===== config.mk =====
export PLATFORM = sky130hd
export DESIGN_NAME = aor_relay_logic
export DESIGN_NICKNAME = d
export VERILOG_FILES = /design/src/rtl/aor_pkg.sv /design/src/rtl/aor_relay_logic.sv
export SDC_FILE = /design/constraint.sdc
export NUM_CORES = 2
export LEC_CHECK = 0
export BUFFER_PORTS_ARGS = -buffer_cell sky130_fd_sc_hd__buf_2
export CORE_AREA = 4 4 290 292
export CTS_BUF_LIST = sky130_fd_sc_hd__clkbuf_4 sky130_fd_sc_hd__clkbuf_8
export DETAILED_ROUTE_END_ITERATION = 8
export DIE_AREA = 0 0 294 296
export SLEW_MARGIN = 10
export SYNTH_ARGS = -nofsm -noshare
export SYNTH_HDL_FRONTEND = slang
export SYNTH_SLANG_ARGS = --single-unit

===== constraint.sdc =====
create_clock -name ref_clk -period 10.8 [get_ports ref_clk]
set_input_delay 1.62 -clock ref_clk [delete_from_list [all_inputs] [get_ports ref_clk]]
set_output_delay 1.62 -clock ref_clk [all_outputs]
set_load 0.01 [all_outputs]

===== src/rtl/aor_pkg.sv =====
// Shared constants, types and register map of the alarm output relay logic
package aor_pkg;

	// Sizes
	localparam int NUM_ALARMS = 16;
	localparam int NUM_RELAYS = 8;
	localparam int NUM_UNITS  = 4;
	localparam int NUM_SUBS   = 3;
	localparam int CNT_W      = 28;

	// Clock rate and timing, times in milliseconds
	localparam int unsigned CLK_HZ     = 125_000_000;
	localparam int unsigned CYC_PER_MS = CLK_HZ / 1000;
	localparam int unsigned ACK_WIN_MS = 100;
	localparam int unsigned REFL_A_MS  = 500;
	localparam int unsigned REFL_B_MS  = 1000;
	localparam int unsigned REFL_C_MS  = 2000;
	localparam logic [CNT_W-1:0] ACK_WIN_CYC = CNT_W'(ACK_WIN_MS * CYC_PER_MS);
	localparam logic [CNT_W-1:0] REFL_A_CYC  = CNT_W'(REFL_A_MS * CYC_PER_MS);
	localparam logic [CNT_W-1:0] REFL_B_CYC  = CNT_W'(REFL_B_MS * CYC_PER_MS);
	localparam logic [CNT_W-1:0] REFL_C_CYC  = CNT_W'(REFL_C_MS * CYC_PER_MS);

	// Register map, byte addresses
	localparam logic [7:0] ADDR_CTRL   = 8'h00;
	localparam logic [7:0] ADDR_STATUS = 8'h04;
	localparam logic [7:0] ADDR_HELD   = 8'h08;
	localparam logic [2:0] PAGE_CFG    = 3'h1;
	localparam logic [2:0] PAGE_MASK   = 3'h2;
	localparam int         CTRL_INDIV_BIT = 0;

	// Combining modes
	localparam logic [1:0] MODE_AND  = 2'h0;
	localparam logic [1:0] MODE_OR   = 2'h1;
	localparam logic [1:0] MODE_REFL = 2'h2;

	// Release interval selections
	localparam logic [1:0] IVL_500MS = 2'h0;
	localparam logic [1:0] IVL_1S    = 2'h1;
	localparam logic [1:0] IVL_2S    = 2'h2;

	// Per relay configuration, bit 0 is mode[0]
	typedef struct packed {
		logic [1:0] unit;
		logic       fail;
		logic       deen;
		logic [1:0] ivl;
		logic       ack_reset;
		logic       hold;
		logic [1:0] mode;
	} aor_cfg_t;

	localparam aor_cfg_t CFG_RST = '{unit: 2'h0, fail: 1'b0, deen: 1'b0, ivl: IVL_500MS,
		ack_reset: 1'b0, hold: 1'b0, mode: MODE_OR};
	localparam logic [NUM_ALARMS-1:0] MASK_RST = 16'h0000;
	localparam logic [31:0]           CTRL_RST = 32'h0000_0000;

	// Acknowledge commands
	typedef struct packed {
		logic       all;
		logic       one;
		logic [3:0] idx;
	} aor_ack_t;

	// System fault conditions
	typedef struct packed {
		logic                sys_fault;
		logic                crash;
		logic                acq_cpu;
		logic [NUM_SUBS-1:0] exp_cpu;
		logic [NUM_SUBS-1:0] link_down;
	} aor_fault_t;

	// Relay states
	typedef enum logic [3:0] {
		ST_OFF  = 4'b0001,
		ST_ON   = 4'b0010,
		ST_ACK  = 4'b0100,
		ST_REFL = 4'b1000
	} aor_state_t;

endpackage : aor_pkg


===== src/rtl/aor_relay_logic.sv =====
// Alarm output relay logic: combining, latching, acknowledge, reflash, fault de-energize
// How it works
// - Hold relay stays on after its condition clears until acknowledged.
// - Non-hold relay drops as soon as its condition goes away.
// - Normal ack drops hold relay, re-activates if condition seen within 100 ms.
// - Reset ack drops relay; it returns only on a fresh condition.
// - Individual ack enabled forces reset ack action.
// - AND mode: on only while every assigned alarm is active together.
// - OR mode: on while any assigned alarm is active.
// - Reflash: a further alarm while on briefly releases the relay.
// - Reflash release lasts 500 ms, 1 s or 2 s, selectable.
// - Reflash relays always combine with OR and act non-hold.
// - Polarity select; de-energize option energizes coil when no alarm.
// - Global ack clears the held indications of alarms no longer active, and held relays.
// - Individual ack releases only the selected alarm.
// - System fault de-energizes relays configured for fault indication.
// - Crash or acquisition CPU fault de-energizes relays of all units.
// - Expansion CPU fault de-energizes only that sub unit's relays.
// - Broken link de-energizes that sub unit and all units after it.
// - Restored link returns relays to normal alarm-driven operation.
// - Fault indication relays have fixed de-energize polarity.
`timescale 1ns/1ns
module aor_relay_logic #(
	parameter logic [aor_pkg::CNT_W-1:0] ACK_WIN_CYC = aor_pkg::ACK_WIN_CYC,
	parameter logic [aor_pkg::CNT_W-1:0] REFL_A_CYC  = aor_pkg::REFL_A_CYC,
	parameter logic [aor_pkg::CNT_W-1:0] REFL_B_CYC  = aor_pkg::REFL_B_CYC,
	parameter logic [aor_pkg::CNT_W-1:0] REFL_C_CYC  = aor_pkg::REFL_C_CYC
) (
	// Clock and reset
	input  wire logic                             ref_clk,
	input  wire logic                             nrst,
	// Register port
	input  wire logic [7:0]                       reg_addr,
	input  wire logic [31:0]                      reg_wdata,
	input  wire logic                             reg_wr,
	input  wire logic                             reg_rd,
	output logic      [31:0]                      reg_rdata,
	// Alarm engine and operator controls
	input  wire logic [aor_pkg::NUM_ALARMS-1:0]   alarm_act,
	input  wire aor_pkg::aor_ack_t                ack,
	input  wire aor_pkg::aor_fault_t              fault,
	// Relay coils and indications
	output logic      [aor_pkg::NUM_RELAYS-1:0]   relay_coil,
	output logic      [aor_pkg::NUM_ALARMS-1:0]   alarm_held
);
	import aor_pkg::*;

	// Configuration and control registers
	aor_cfg_t              cfg_q [NUM_RELAYS];
	logic [NUM_ALARMS-1:0] mask_q [NUM_RELAYS];
	logic [31:0]           ctrl_q;
	logic [31:0]           rdata_q;

	// Held indications and alarm history for edge detection
	logic [NUM_ALARMS-1:0] held_q;
	logic [NUM_ALARMS-1:0] held_d;
	logic [NUM_ALARMS-1:0] prev_q;

	// Coil drive and relay activity
	logic [NUM_RELAYS-1:0] coil_q;
	logic [NUM_RELAYS-1:0] coil_d;
	logic [NUM_RELAYS-1:0] relay_on;

	// Unit health along the expansion chain
	logic [NUM_UNITS-1:0]  unit_dead;
	logic [NUM_UNITS-1:0]  link_cut;

	// Address decode; paged registers take word aligned offsets only
	wire                   word_ok   = (reg_addr[1:0] == 2'h0);
	wire                   sel_cfg   = (reg_addr[7:5] == PAGE_CFG) && word_ok;
	wire                   sel_mask  = (reg_addr[7:5] == PAGE_MASK) && word_ok;
	wire                   sel_ctrl  = (reg_addr == ADDR_CTRL);
	wire                   sel_stat  = (reg_addr == ADDR_STATUS);
	wire                   sel_held  = (reg_addr == ADDR_HELD);
	wire [2:0]             reg_idx   = reg_addr[4:2];

	// Write enables, one per register group
	wire                   wr_ctrl   = reg_wr && sel_ctrl;
	wire                   wr_cfg    = reg_wr && sel_cfg;
	wire                   wr_mask   = reg_wr && sel_mask;
	wire                   indiv_en  = ctrl_q[CTRL_INDIV_BIT];
	wire aor_cfg_t         wr_cfg_v  = aor_cfg_t'(reg_wdata[$bits(aor_cfg_t)-1:0]);
	wire aor_cfg_t         cfg_store = '{unit: wr_cfg_v.unit, fail: wr_cfg_v.fail,
		deen: wr_cfg_v.deen | wr_cfg_v.fail, ivl: wr_cfg_v.ivl,
		ack_reset: wr_cfg_v.ack_reset, hold: wr_cfg_v.hold, mode: wr_cfg_v.mode};
	wire [31:0]            status_v  = {12'h000, unit_dead, coil_q, relay_on};

	// Acknowledge decode
	wire                   ack_one_ok = ack.one && indiv_en;
	wire [NUM_ALARMS-1:0]  ack_onehot = NUM_ALARMS'(1) << ack.idx;
	wire [NUM_ALARMS-1:0]  held_clr   = ack.all ? {NUM_ALARMS{1'b1}} :
		(ack_one_ok ? ack_onehot : {NUM_ALARMS{1'b0}});

	// Read data select, unmapped addresses read zero
	logic [31:0] rd_sel;
	always_comb begin
		rd_sel = 32'h0000_0000;
		if (sel_ctrl) begin
			rd_sel = ctrl_q;
		end else if (sel_stat) begin
			rd_sel = status_v;
		end else if (sel_held) begin
			rd_sel = {16'h0000, held_q};
		end else if (sel_cfg) begin
			rd_sel = {22'h00_0000, cfg_q[reg_idx]};
		end else if (sel_mask) begin
			rd_sel = {16'h0000, mask_q[reg_idx]};
		end
	end

	// Register writes and read data, read data only in the cycle after the strobe
	always_ff @(posedge ref_clk) begin
		if (!nrst) begin
			ctrl_q  <= CTRL_RST;
			rdata_q <= 32'h0000_0000;
			for (int r = 0; r < NUM_RELAYS; r++) begin
				cfg_q[r]  <= CFG_RST;
				mask_q[r] <= MASK_RST;
			end
		end else begin
			rdata_q <= reg_rd ? rd_sel : 32'h0000_0000;
			if (wr_ctrl) begin
				ctrl_q <= {31'h0000_0000, reg_wdata[CTRL_INDIV_BIT]};
			end
			if (wr_cfg) begin
				cfg_q[reg_idx] <= cfg_store;
			end
			if (wr_mask) begin
				mask_q[reg_idx] <= reg_wdata[NUM_ALARMS-1:0];
			end
		end
	end

	// Held indications: a new alarm in the ack cycle stays shown
	assign held_d = (held_q & ~held_clr) | alarm_act;

	always_ff @(posedge ref_clk) begin
		if (!nrst) begin
			held_q <= {NUM_ALARMS{1'b0}};
			prev_q <= {NUM_ALARMS{1'b0}};
		end else begin
			held_q <= held_d;
			prev_q <= alarm_act;
		end
	end

	// Unit fault map; a cut link takes down every unit further along the chain
	assign link_cut[0]  = 1'b0;
	assign unit_dead[0] = fault.crash | fault.acq_cpu;
	for (genvar gu = 1; gu < NUM_UNITS; gu++) begin : g_unit
		assign link_cut[gu]  = link_cut[gu-1] | fault.link_down[gu-1];
		assign unit_dead[gu] = fault.crash | fault.acq_cpu | fault.exp_cpu[gu-1]
			| link_cut[gu];
	end

	// Per relay state machine and coil drive
	for (genvar gi = 0; gi < NUM_RELAYS; gi++) begin : g_rly
		aor_state_t        st_q;
		aor_state_t        st_d;
		logic [CNT_W-1:0]  cnt_q;
		logic [CNT_W-1:0]  cnt_d;
		logic              pend_q;
		logic              pend_d;
		logic              armed_q;
		logic              armed_d;
		logic [CNT_W-1:0]  ivl_cyc;

		// This relay's configuration and its assigned alarms
		wire aor_cfg_t        cfg     = cfg_q[gi];
		wire [NUM_ALARMS-1:0] mask    = mask_q[gi];
		wire [NUM_ALARMS-1:0] hits    = alarm_act & mask;

		// Combining; an empty mask never satisfies AND
		wire                  any_hit = |hits;
		wire                  all_hit = (mask != MASK_RST) && (hits == mask);

		// Reflash overrides both the combining mode and the hold choice
		wire                  refl    = (cfg.mode == MODE_REFL);
		wire                  or_mode = refl || (cfg.mode == MODE_OR);
		wire                  cond    = or_mode ? any_hit : all_hit;
		wire                  hold_ef = cfg.hold && !refl;

		// Acknowledge action and whether this relay is addressed
		wire                  ack_rst = cfg.ack_reset || indiv_en;
		wire                  ack_hit = ack.all || (ack_one_ok && mask[ack.idx]);

		// Events, shared timer and fault view of this relay's unit
		wire                  rise    = |(hits & ~prev_q);
		wire                  expired = (cnt_q == {CNT_W{1'b0}});
		wire                  fail_on = fault.sys_fault || unit_dead[cfg.unit];

		// Release interval select
		always_comb begin
			case (cfg.ivl)
				IVL_1S:  ivl_cyc = REFL_B_CYC;
				IVL_2S:  ivl_cyc = REFL_C_CYC;
				default: ivl_cyc = REFL_A_CYC;
			endcase
		end

		// Next state; the counter serves both the ack window and the reflash release
		always_comb begin
			st_d    = st_q;
			cnt_d   = expired ? cnt_q : cnt_q - CNT_W'(1);
			pend_d  = pend_q;
			armed_d = armed_q | ~cond;
			case (st_q)
				ST_OFF: begin
					if (cond && armed_q) begin
						st_d = ST_ON;
					end
				end
				ST_ON: begin
					if (refl) begin
						if (!any_hit) begin
							st_d = ST_OFF;
						end else if (rise) begin
							st_d  = ST_REFL;
							cnt_d = ivl_cyc;
						end
					end else if (!hold_ef) begin
						if (!cond) begin
							st_d = ST_OFF;
						end
					end else if (ack_hit) begin
						if (ack_rst) begin
							st_d    = ST_OFF;
							armed_d = ~cond;
						end else begin
							st_d   = ST_ACK;
							cnt_d  = ACK_WIN_CYC;
							pend_d = 1'b0;
						end
					end
				end
				ST_ACK: begin
					pend_d = pend_q | cond;
					if (!hold_ef) begin
						st_d = cond ? ST_ON : ST_OFF;
					end else if (expired) begin
						st_d = (pend_q || cond) ? ST_ON : ST_OFF;
					end
				end
				ST_REFL: begin
					if (!refl) begin
						st_d = ST_OFF;
					end else if (rise) begin
						cnt_d = ivl_cyc;
					end else if (expired) begin
						st_d = any_hit ? ST_ON : ST_OFF;
					end
				end
				default: begin
					st_d = ST_OFF;
				end
			endcase
		end

		// Hold relays stay in ST_ON with the condition gone until an ack arrives
		assign relay_on[gi] = (st_q == ST_ON);

		// Coil drive; fault relays fall on fault, dead units drop every coil
		always_comb begin
			if (cfg.fail) begin
				coil_d[gi] = ~fail_on;
			end else if (unit_dead[cfg.unit]) begin
				coil_d[gi] = 1'b0;
			end else begin
				coil_d[gi] = cfg.deen ? ~relay_on[gi] : relay_on[gi];
			end
		end

		// State registers
		always_ff @(posedge ref_clk) begin
			if (!nrst) begin
				st_q    <= ST_OFF;
				cnt_q   <= ACK_WIN_CYC - ACK_WIN_CYC;
				pend_q  <= 1'b0;
				armed_q <= 1'b1;
			end else begin
				st_q    <= st_d;
				cnt_q   <= cnt_d;
				pend_q  <= pend_d;
				armed_q <= armed_d;
			end
		end
	end

	// Coil outputs registered; all coils released in reset
	always_ff @(posedge ref_clk) begin
		if (!nrst) begin
			coil_q <= {NUM_RELAYS{1'b0}};
		end else begin
			coil_q <= coil_d;
		end
	end

	assign reg_rdata  = rdata_q;
	assign relay_coil = coil_q;
	assign alarm_held = held_q;

endmodule // aor_relay_logic


# ---- Word-level counts from Yosys, hierarchy flattened
# Memory sizes are Yosys's and may differ from the RTL's.
# Index checks and enable logic that the tools add are counted.
dict set report totals {
  regBits 345
  mem_bits_rw 208
  out_inout_bits 56
  wordCells 823
  mem_count 2
}
dict set report op_classes {
  addsub 8
  magnitude_cmp 9
  eq_ne 164
  shifts 1
  n_mux 380
  bitwise 71
  reduce_logical 149
}
# memory depth width read_ports rd_ports_with_merged_regs write_ports line
set memory_table {}
lappend memory_table {mask_q 8 16 9 0 8 aor_relay_logic.sv:50} ;# logic [NUM_ALARMS-1:0] mask_q [NUM_RELAYS];
lappend memory_table {cfg_q 8 10 9 0 8 aor_relay_logic.sv:49} ;# aor_cfg_t cfg_q [NUM_RELAYS];
# op count
set op_table {}
lappend op_table {{two-way mux 28 bit} 64}
lappend op_table {{case mux 28 bit (2 select lines)} 16}
lappend op_table {{two-way mux 4 bit} 96}
lappend op_table {{AND 16 bit} 17}
lappend op_table {{OR reduction 16 bit} 17}
lappend op_table {{zero test 28 bit} 8}
lappend op_table {{subtractor 28 x 1 -> 28 bit (second input constant)} 8}
lappend op_table {{two-way mux 1 bit} 130}
lappend op_table {{== test 16 bit} 8}
lappend op_table {{case mux 4 bit (4 select lines)} 8}
lappend op_table {{nonzero test 16 bit} 8}
lappend op_table {{two-way mux 16 bit} 6}
lappend op_table {{inequality test 4 x 3 -> 1 bit (second input constant)} 24}
lappend op_table {{inequality test 3 bit (second input constant)} 24}
lappend op_table {{AND reduction 7 bit} 8}
lappend op_table {{two-way mux 2 bit} 24}
lappend op_table {{inequality test 2 bit (second input constant)} 24}
lappend op_table {{logical OR 1 bit} 40}
lappend op_table {{AND reduction 5 bit} 8}
lappend op_table {{logical AND 1 bit} 38}
lappend op_table {{binary-select mux 1 bit (select 4 bit)} 8}
lappend op_table {{== test 2 x 1 -> 1 bit (second input constant)} 16}
lappend op_table {{== test 2 bit (second input constant)} 16}
lappend op_table {{== test 4 x 1 -> 1 bit (second input constant)} 8}
lappend op_table {{28 further kinds} 158}

# ---- Depth between registers and ports, before layout
# An unclocked memory read counts as a cell.
dict set report logic_depth {
  ltp_word 12
  ltp_mapped 12
  ltp_nobuf 10
}

# ---- Worst setup path before layout
# OpenSTA, ideal clock, no wires.
dict set report synth_timing {
  kind {input -> register}
  start {in reg_addr[2]}
  end {mem mask_q[7][0] (enable)}
  setup_time_ns 0.411
  arrival_time_ns 4.088
  slack_ns 6.301
  cell_stages 5
  path_cell_list {buf_2 buf_1 buf_2 nand2_1 o21ai_0}
}
# element line
set synth_rtl {}
lappend synth_rtl {{start, declared} aor_relay_logic.sv:33} ;# input wire logic [7:0] reg_addr,
lappend synth_rtl {{end, declared} aor_relay_logic.sv:50}

# ---- Worst setup path after layout
dict set report layout_timing {
  start {in ack[1] (netlist bit)}
  end {reg g_rly[5].cnt_q[22]}
}
dict set report layout_via {
  elab_chain_cells 8
}
# element line
set layout_lines {}
lappend layout_lines {{start, declared} aor_relay_logic.sv:40} ;# input wire aor_pkg::aor_ack_t ack,
lappend layout_lines {{binary-select mux 1 bit (select 4 bit)} aor_relay_logic.sv:185} ;# wire ack_hit = ack.all || (ack_one_ok && mask[ack.idx]);
lappend layout_lines {{two-way mux 1 bit (implied by the code)} aor_relay_logic.sv:185}
lappend layout_lines {{logical AND 1 bit} aor_relay_logic.sv:185}
lappend layout_lines {{logical OR 1 bit} aor_relay_logic.sv:185}
lappend layout_lines {{two-way mux 28 bit} aor_relay_logic.sv:225} ;# end else if (ack_hit) begin
lappend layout_lines {{two-way mux 28 bit} aor_relay_logic.sv:221} ;# end else if (!hold_ef) begin
lappend layout_lines {{two-way mux 28 bit} aor_relay_logic.sv:214} ;# if (refl) begin
lappend layout_lines {{case mux 28 bit (2 select lines)} aor_relay_logic.sv:207} ;# case (st_q)
lappend layout_lines {{end signal, assigned} aor_relay_logic.sv:277} ;# cnt_q <= ACK_WIN_CYC - ACK_WIN_CYC;
lappend layout_lines {{end signal, assigned} aor_relay_logic.sv:282} ;# cnt_q <= cnt_d;
lappend layout_lines {{end, declared} aor_relay_logic.sv:160} ;# logic [CNT_W-1:0] cnt_q;
# Every way passes these cells. The select of a mux whose other input is x is not followed.
# A chain may end at the register's enable or synchronous reset.

==> flow_metrics.py <==
metrics = {
    "flow_run": {
        "max_cap_viol_count": 0,
    },
    "die": {
        "rows": 105,
        "dieWidth_um": 294,
        "core_area_mm2": 0.0816,
        "initial_core_util_pct": 39.6,
        "fp.dieArea_mm2": 0.0870,
        "io-pin-count": 131,
        "chipHeight_um": 296,
    },
    "critical_path": {
        "crit_arrival_ps": 5240,
        "crit_path_end_kind": "flop",
        "critical-path-slowest-cell": "sky130_fd_sc_hd__o31ai_1",
        "worstSetupPathType": "in2reg",
        "worst-path-buf-inv": 2,
        "critical_path.reg2reg.endpoint": "g_rly[2].cnt_q[1]",
        "crit-reg2reg-launch": "prev_q[2]",
        "critical-path-max-stage-delay_ps": 810,
        "r2r_cell_count": 9,
        "crit_path_cell_trace": "buf_2, buf_4, mux2_2, o22ai_1, o31ai_1, o211ai_1, nor3_1, nor2_1, nor2_1, o31ai_1",
        "data_required_time_at_the_worst_endpoint_ps": 11370,
        "worst_reg_to_reg_setup_slack_ps": 6900,
        "worst-path-stages": 10,
        "worstSetupStartpointType": "primary input",
        "crit_family": "compound AO/OA/AOI/OAI gates",
        "critical_path.max_fanout": 66,
    },
    "drt": {
        "detailedRoute.firstPassIterationCount": 9,
        "routed_wl_per_cell_um": 25.7,
        "drc": 26,
        "drt_wl_total_um": 122000,
        "avgViaCountPerCell": 6.34,
        "detail_route.iter0.violations": 4685,
        "antenna_violating_nets_post_route": 0,
        "num_vias": 30100,
    },
    "logic_synthesis": {
        "synthMostInstantiatedCell": "sky130_fd_sc_hd__nor2_1",
        "synth_area_leader_cell": "sky130_fd_sc_hd__dfxtp_1",
        "yosys_most_used_dff": "sky130_fd_sc_hd__dfxtp_1",
        "synth_mux_area_share_pct": 6.67,
        "synth_top_cell_area_share_pct": 20.6,
        "synth_top_cells_by_area": "sky130_fd_sc_hd__dfxtp_1 21%, sky130_fd_sc_hd__edfxtp_1 19%, sky130_fd_sc_hd__mux4_2 5.0%",
        "yosys.area_share.simple_pct": 26.3,
        "syn_area_per_cell_um2": 9.22,
        "ys_seq_area_share_pct": 39.9,
        "yosys_warning_total": 0,
        "synth_xor_area_share_pct": 5.52,
        "mappedNetlistArea_mm2": 0.0323,
        "main_combinational_cell_family_by_area_after_synthesis": "simple AND/OR/NAND/NOR gates",
        "post_synth_edffs": 208,
        "ys_async_sr_fraction_pct": 0,
        "post_synth_fa_ha_maj_area_fraction_pct": 2.17,
        "synth.top_cells.by_count": "353 x sky130_fd_sc_hd__nor2_1, 333 x sky130_fd_sc_hd__dfxtp_1, 234 x sky130_fd_sc_hd__nand2_1",
        "synth_compound_gate_area_share_pct": 16.0,
        "synthCells": 3509,
        "yosys.cell_types.count": 98,
        "ys_ff_latch": 541,
    },
    "sta": {
        "final_min_period_ps": 4670,
        "maxClockFrequency_mhz": 214,
        "totalNegativeSetupSlack_ps": 0,
        "drv_slew": 0,
        "timing.final.ws_setup_ps": 6130,
        "final_min_period_over_clock_period_pct": 43.2,
        "worst_tran_pin_value_ps": 1270,
        "report.final.setup_viol": 0,
        "finalHoldViolations": 0,
        "grt_setup_unrepaired": "false",
        "max_slew_margin_pct": 14.7,
        "skew_ps": 89.1,
    },
    "grt": {
        "pin_count_of_the_biggest_net_entering_global_routing": 67,
        "grt_pass1_vias": 28100,
        "groute.usage.overall_pct": 27.2,
        "first_pass_grt_wire_length_um": 180000,
        "grt.overflow.total": 0,
        "grt_antenna_before_repair": 14,
    },
    "clock_network": {
        "max-clock-path-buffers": 3,
        "tritoncts": "built",
        "clock_insertion_delay_worst_skew_ps": 770,
        "cts.reportedPaths.clkPinSlew_ps": 60,
        "numClockSinks": 541,
        "postCtsSetupBuffers": 0,
        "tritoncts.num_buffers": 97,
        "cts_hold_repair.buffers": 0,
        "cts_max_level": 3,
        "cts_resized": 0,
        "cts_root_buf": "sky130_fd_sc_hd__clkbuf_8",
    },
    "power": {
        "power_switching_share_pct": 38.8,
        "power_density_mw_per_mm2": 234,
        "netSwitchingPower_mw": 3.28,
        "sequentialPowerShare_pct": 36.1,
        "peakVddDrop_v": 0.0000879,
        "pwr-share-clk_pct": 25.0,
        "power_leakage_nw": 13.6,
        "share_comb_of_total_power_pct": 38.9,
        "internal_power_mw": 5.16,
    },
    "finish": {
        "area_growth_syn_to_layout_pct": 11.4,
        "layout.nets": 3721,
        "drive_above_1_share_pct": 13.0,
        "fillCellCount": 7984,
    },
    "place": {
        "finalWeightedCongestion": 1.04,
        "io_buffer_count": 102,
        "pre_cts_ws_ps": 5660,
        "dpl.hpwl_um": 83700,
    },
    "run_status": {
        "violations": "design-rule violations",
        "run_status": "finished with violations",
    },
    "min_path": {
        "kind_of_path_behind_the_tightest_hold_check": "reg2reg",
        "hold-path-endpoint": "g_rly[5].pend_q",
        "holdCritStartpoint": "g_rly[5].pend_q",
        "min_path_cells": 2,
    },
}
power by group through the flow:
stage	logic (mW)	clock network [mW]	registers, mW
6_report	3.29	2.11	3.05
5_1_grt	3.66	2.24	3.10
4_1_cts	3.25	2.15	3.03
3_5_place_dp	3.23	0	3.07
3_3_place_gp	3.20	0	3.06
2_1_floorplan	2.61	0	2.93
cells by family after synthesis:
logic type | Yosys count
other cells | 1
xor+xnor | 204
simple gates | 1549
mux | 122
compound gates | 761
flops | 541
fa+ha+maj | 56
buf+inv | 275
cell usage in the layout, fill, tap and decap left out, drive strengths merged, types with 22 or more instances in the layout:
cell type and count:
clkinv 23, nand2b 56, mux2i 22, nor2b 47
a22o 32, nand3 85, a22oi 63, ha 56
o21ai 138, and2 184, clkbuf 152, inv 91
a21oi 201, a221oi 36, nor4 88, or3 46
nand2 234, edfxtp 208, buf 154, and3b 44
nor3 98, xor2 93, nand3b 90, mux4 72
o22ai 24, or4 30, dfxtp 333, mux2 28
xnor2 111, a211oi 25, o21a 22, nor2 355
a2111oi 25, and3 51, nand4 52
through the flow:
stage | std cells | power [mW] | util [%] | hold slack [ps] | cell area [um^2]
finish | 4755 | 8.44 | 44.2 | 464 | 36000
global route | 4743 | 9.00 | 44.1 | 478 | 36000
floorplan | 3520 | 5.54 | - | 429 | 32400
CTS | 4740 | 8.43 | 44.1 | 460 | 36000
global placement | 4561 | 6.26 | 41.5 | 445 | 33900
detailed placement | 4561 | 6.29 | 41.5 | 450 | 33900
routing by layer:
metal	global-route usage [%]	vias to the layer above	part of all wire [%]
met5	0.650	-	0.047
met4	12.3	6	5.5
met3	9.02	527	12
met2	39.7	1998	41
met1	36.7	14300	41
li1	-	13300	-
worst max-delay path by stage:
stage,from,to,slack (ps)
6_report,ack[1],g_rly[5].cnt_q[22],6130
5_1_grt,ack[1],g_rly[5].cnt_q[22],6120
4_1_cts,ack[1],g_rly[5].cnt_q[22],6450
3_5_place_dp,ack[1],g_rly[5].cnt_q[22],5660
3_3_place_gp,ack[1],g_rly[5].cnt_q[26],5660
2_1_floorplan,reg_addr[2],mask_q[7][0],6300
state kept, by name (all words and copies together) (netlist names), 8 cells and up:
name           cells
g_rly.st_q        32
g_rly.armed_q      8
prev_q            16
mask_q           128
cfg_q             80
reg_rdata         20
g_rly.cnt_q      224
alarm_held        16
relay_coil         8
g_rly.pend_q       8
worst min-delay path, stage by stage, from the launching register on:
cell                      delay (ps)
sky130_fd_sc_hd__dfxtp_1         310
sky130_fd_sc_hd__nand2_1          50
sky130_fd_sc_hd__a21oi_1          50
cell type report:
cell class                 count  area (um^2)  share of cell area (%)
antenna                       15         37.5                   0.104
clock buffer                 152         1870                    5.20
clock inverter                27          245                   0.680
inverter                      92          348                   0.965
multi-input combinational   2704        18400                    51.0
sequential                   541        12900                    35.8
tap                         1070         1340                    3.71
timing repair buffer         154          906                    2.51
Power figures use the tool's default switching activity.
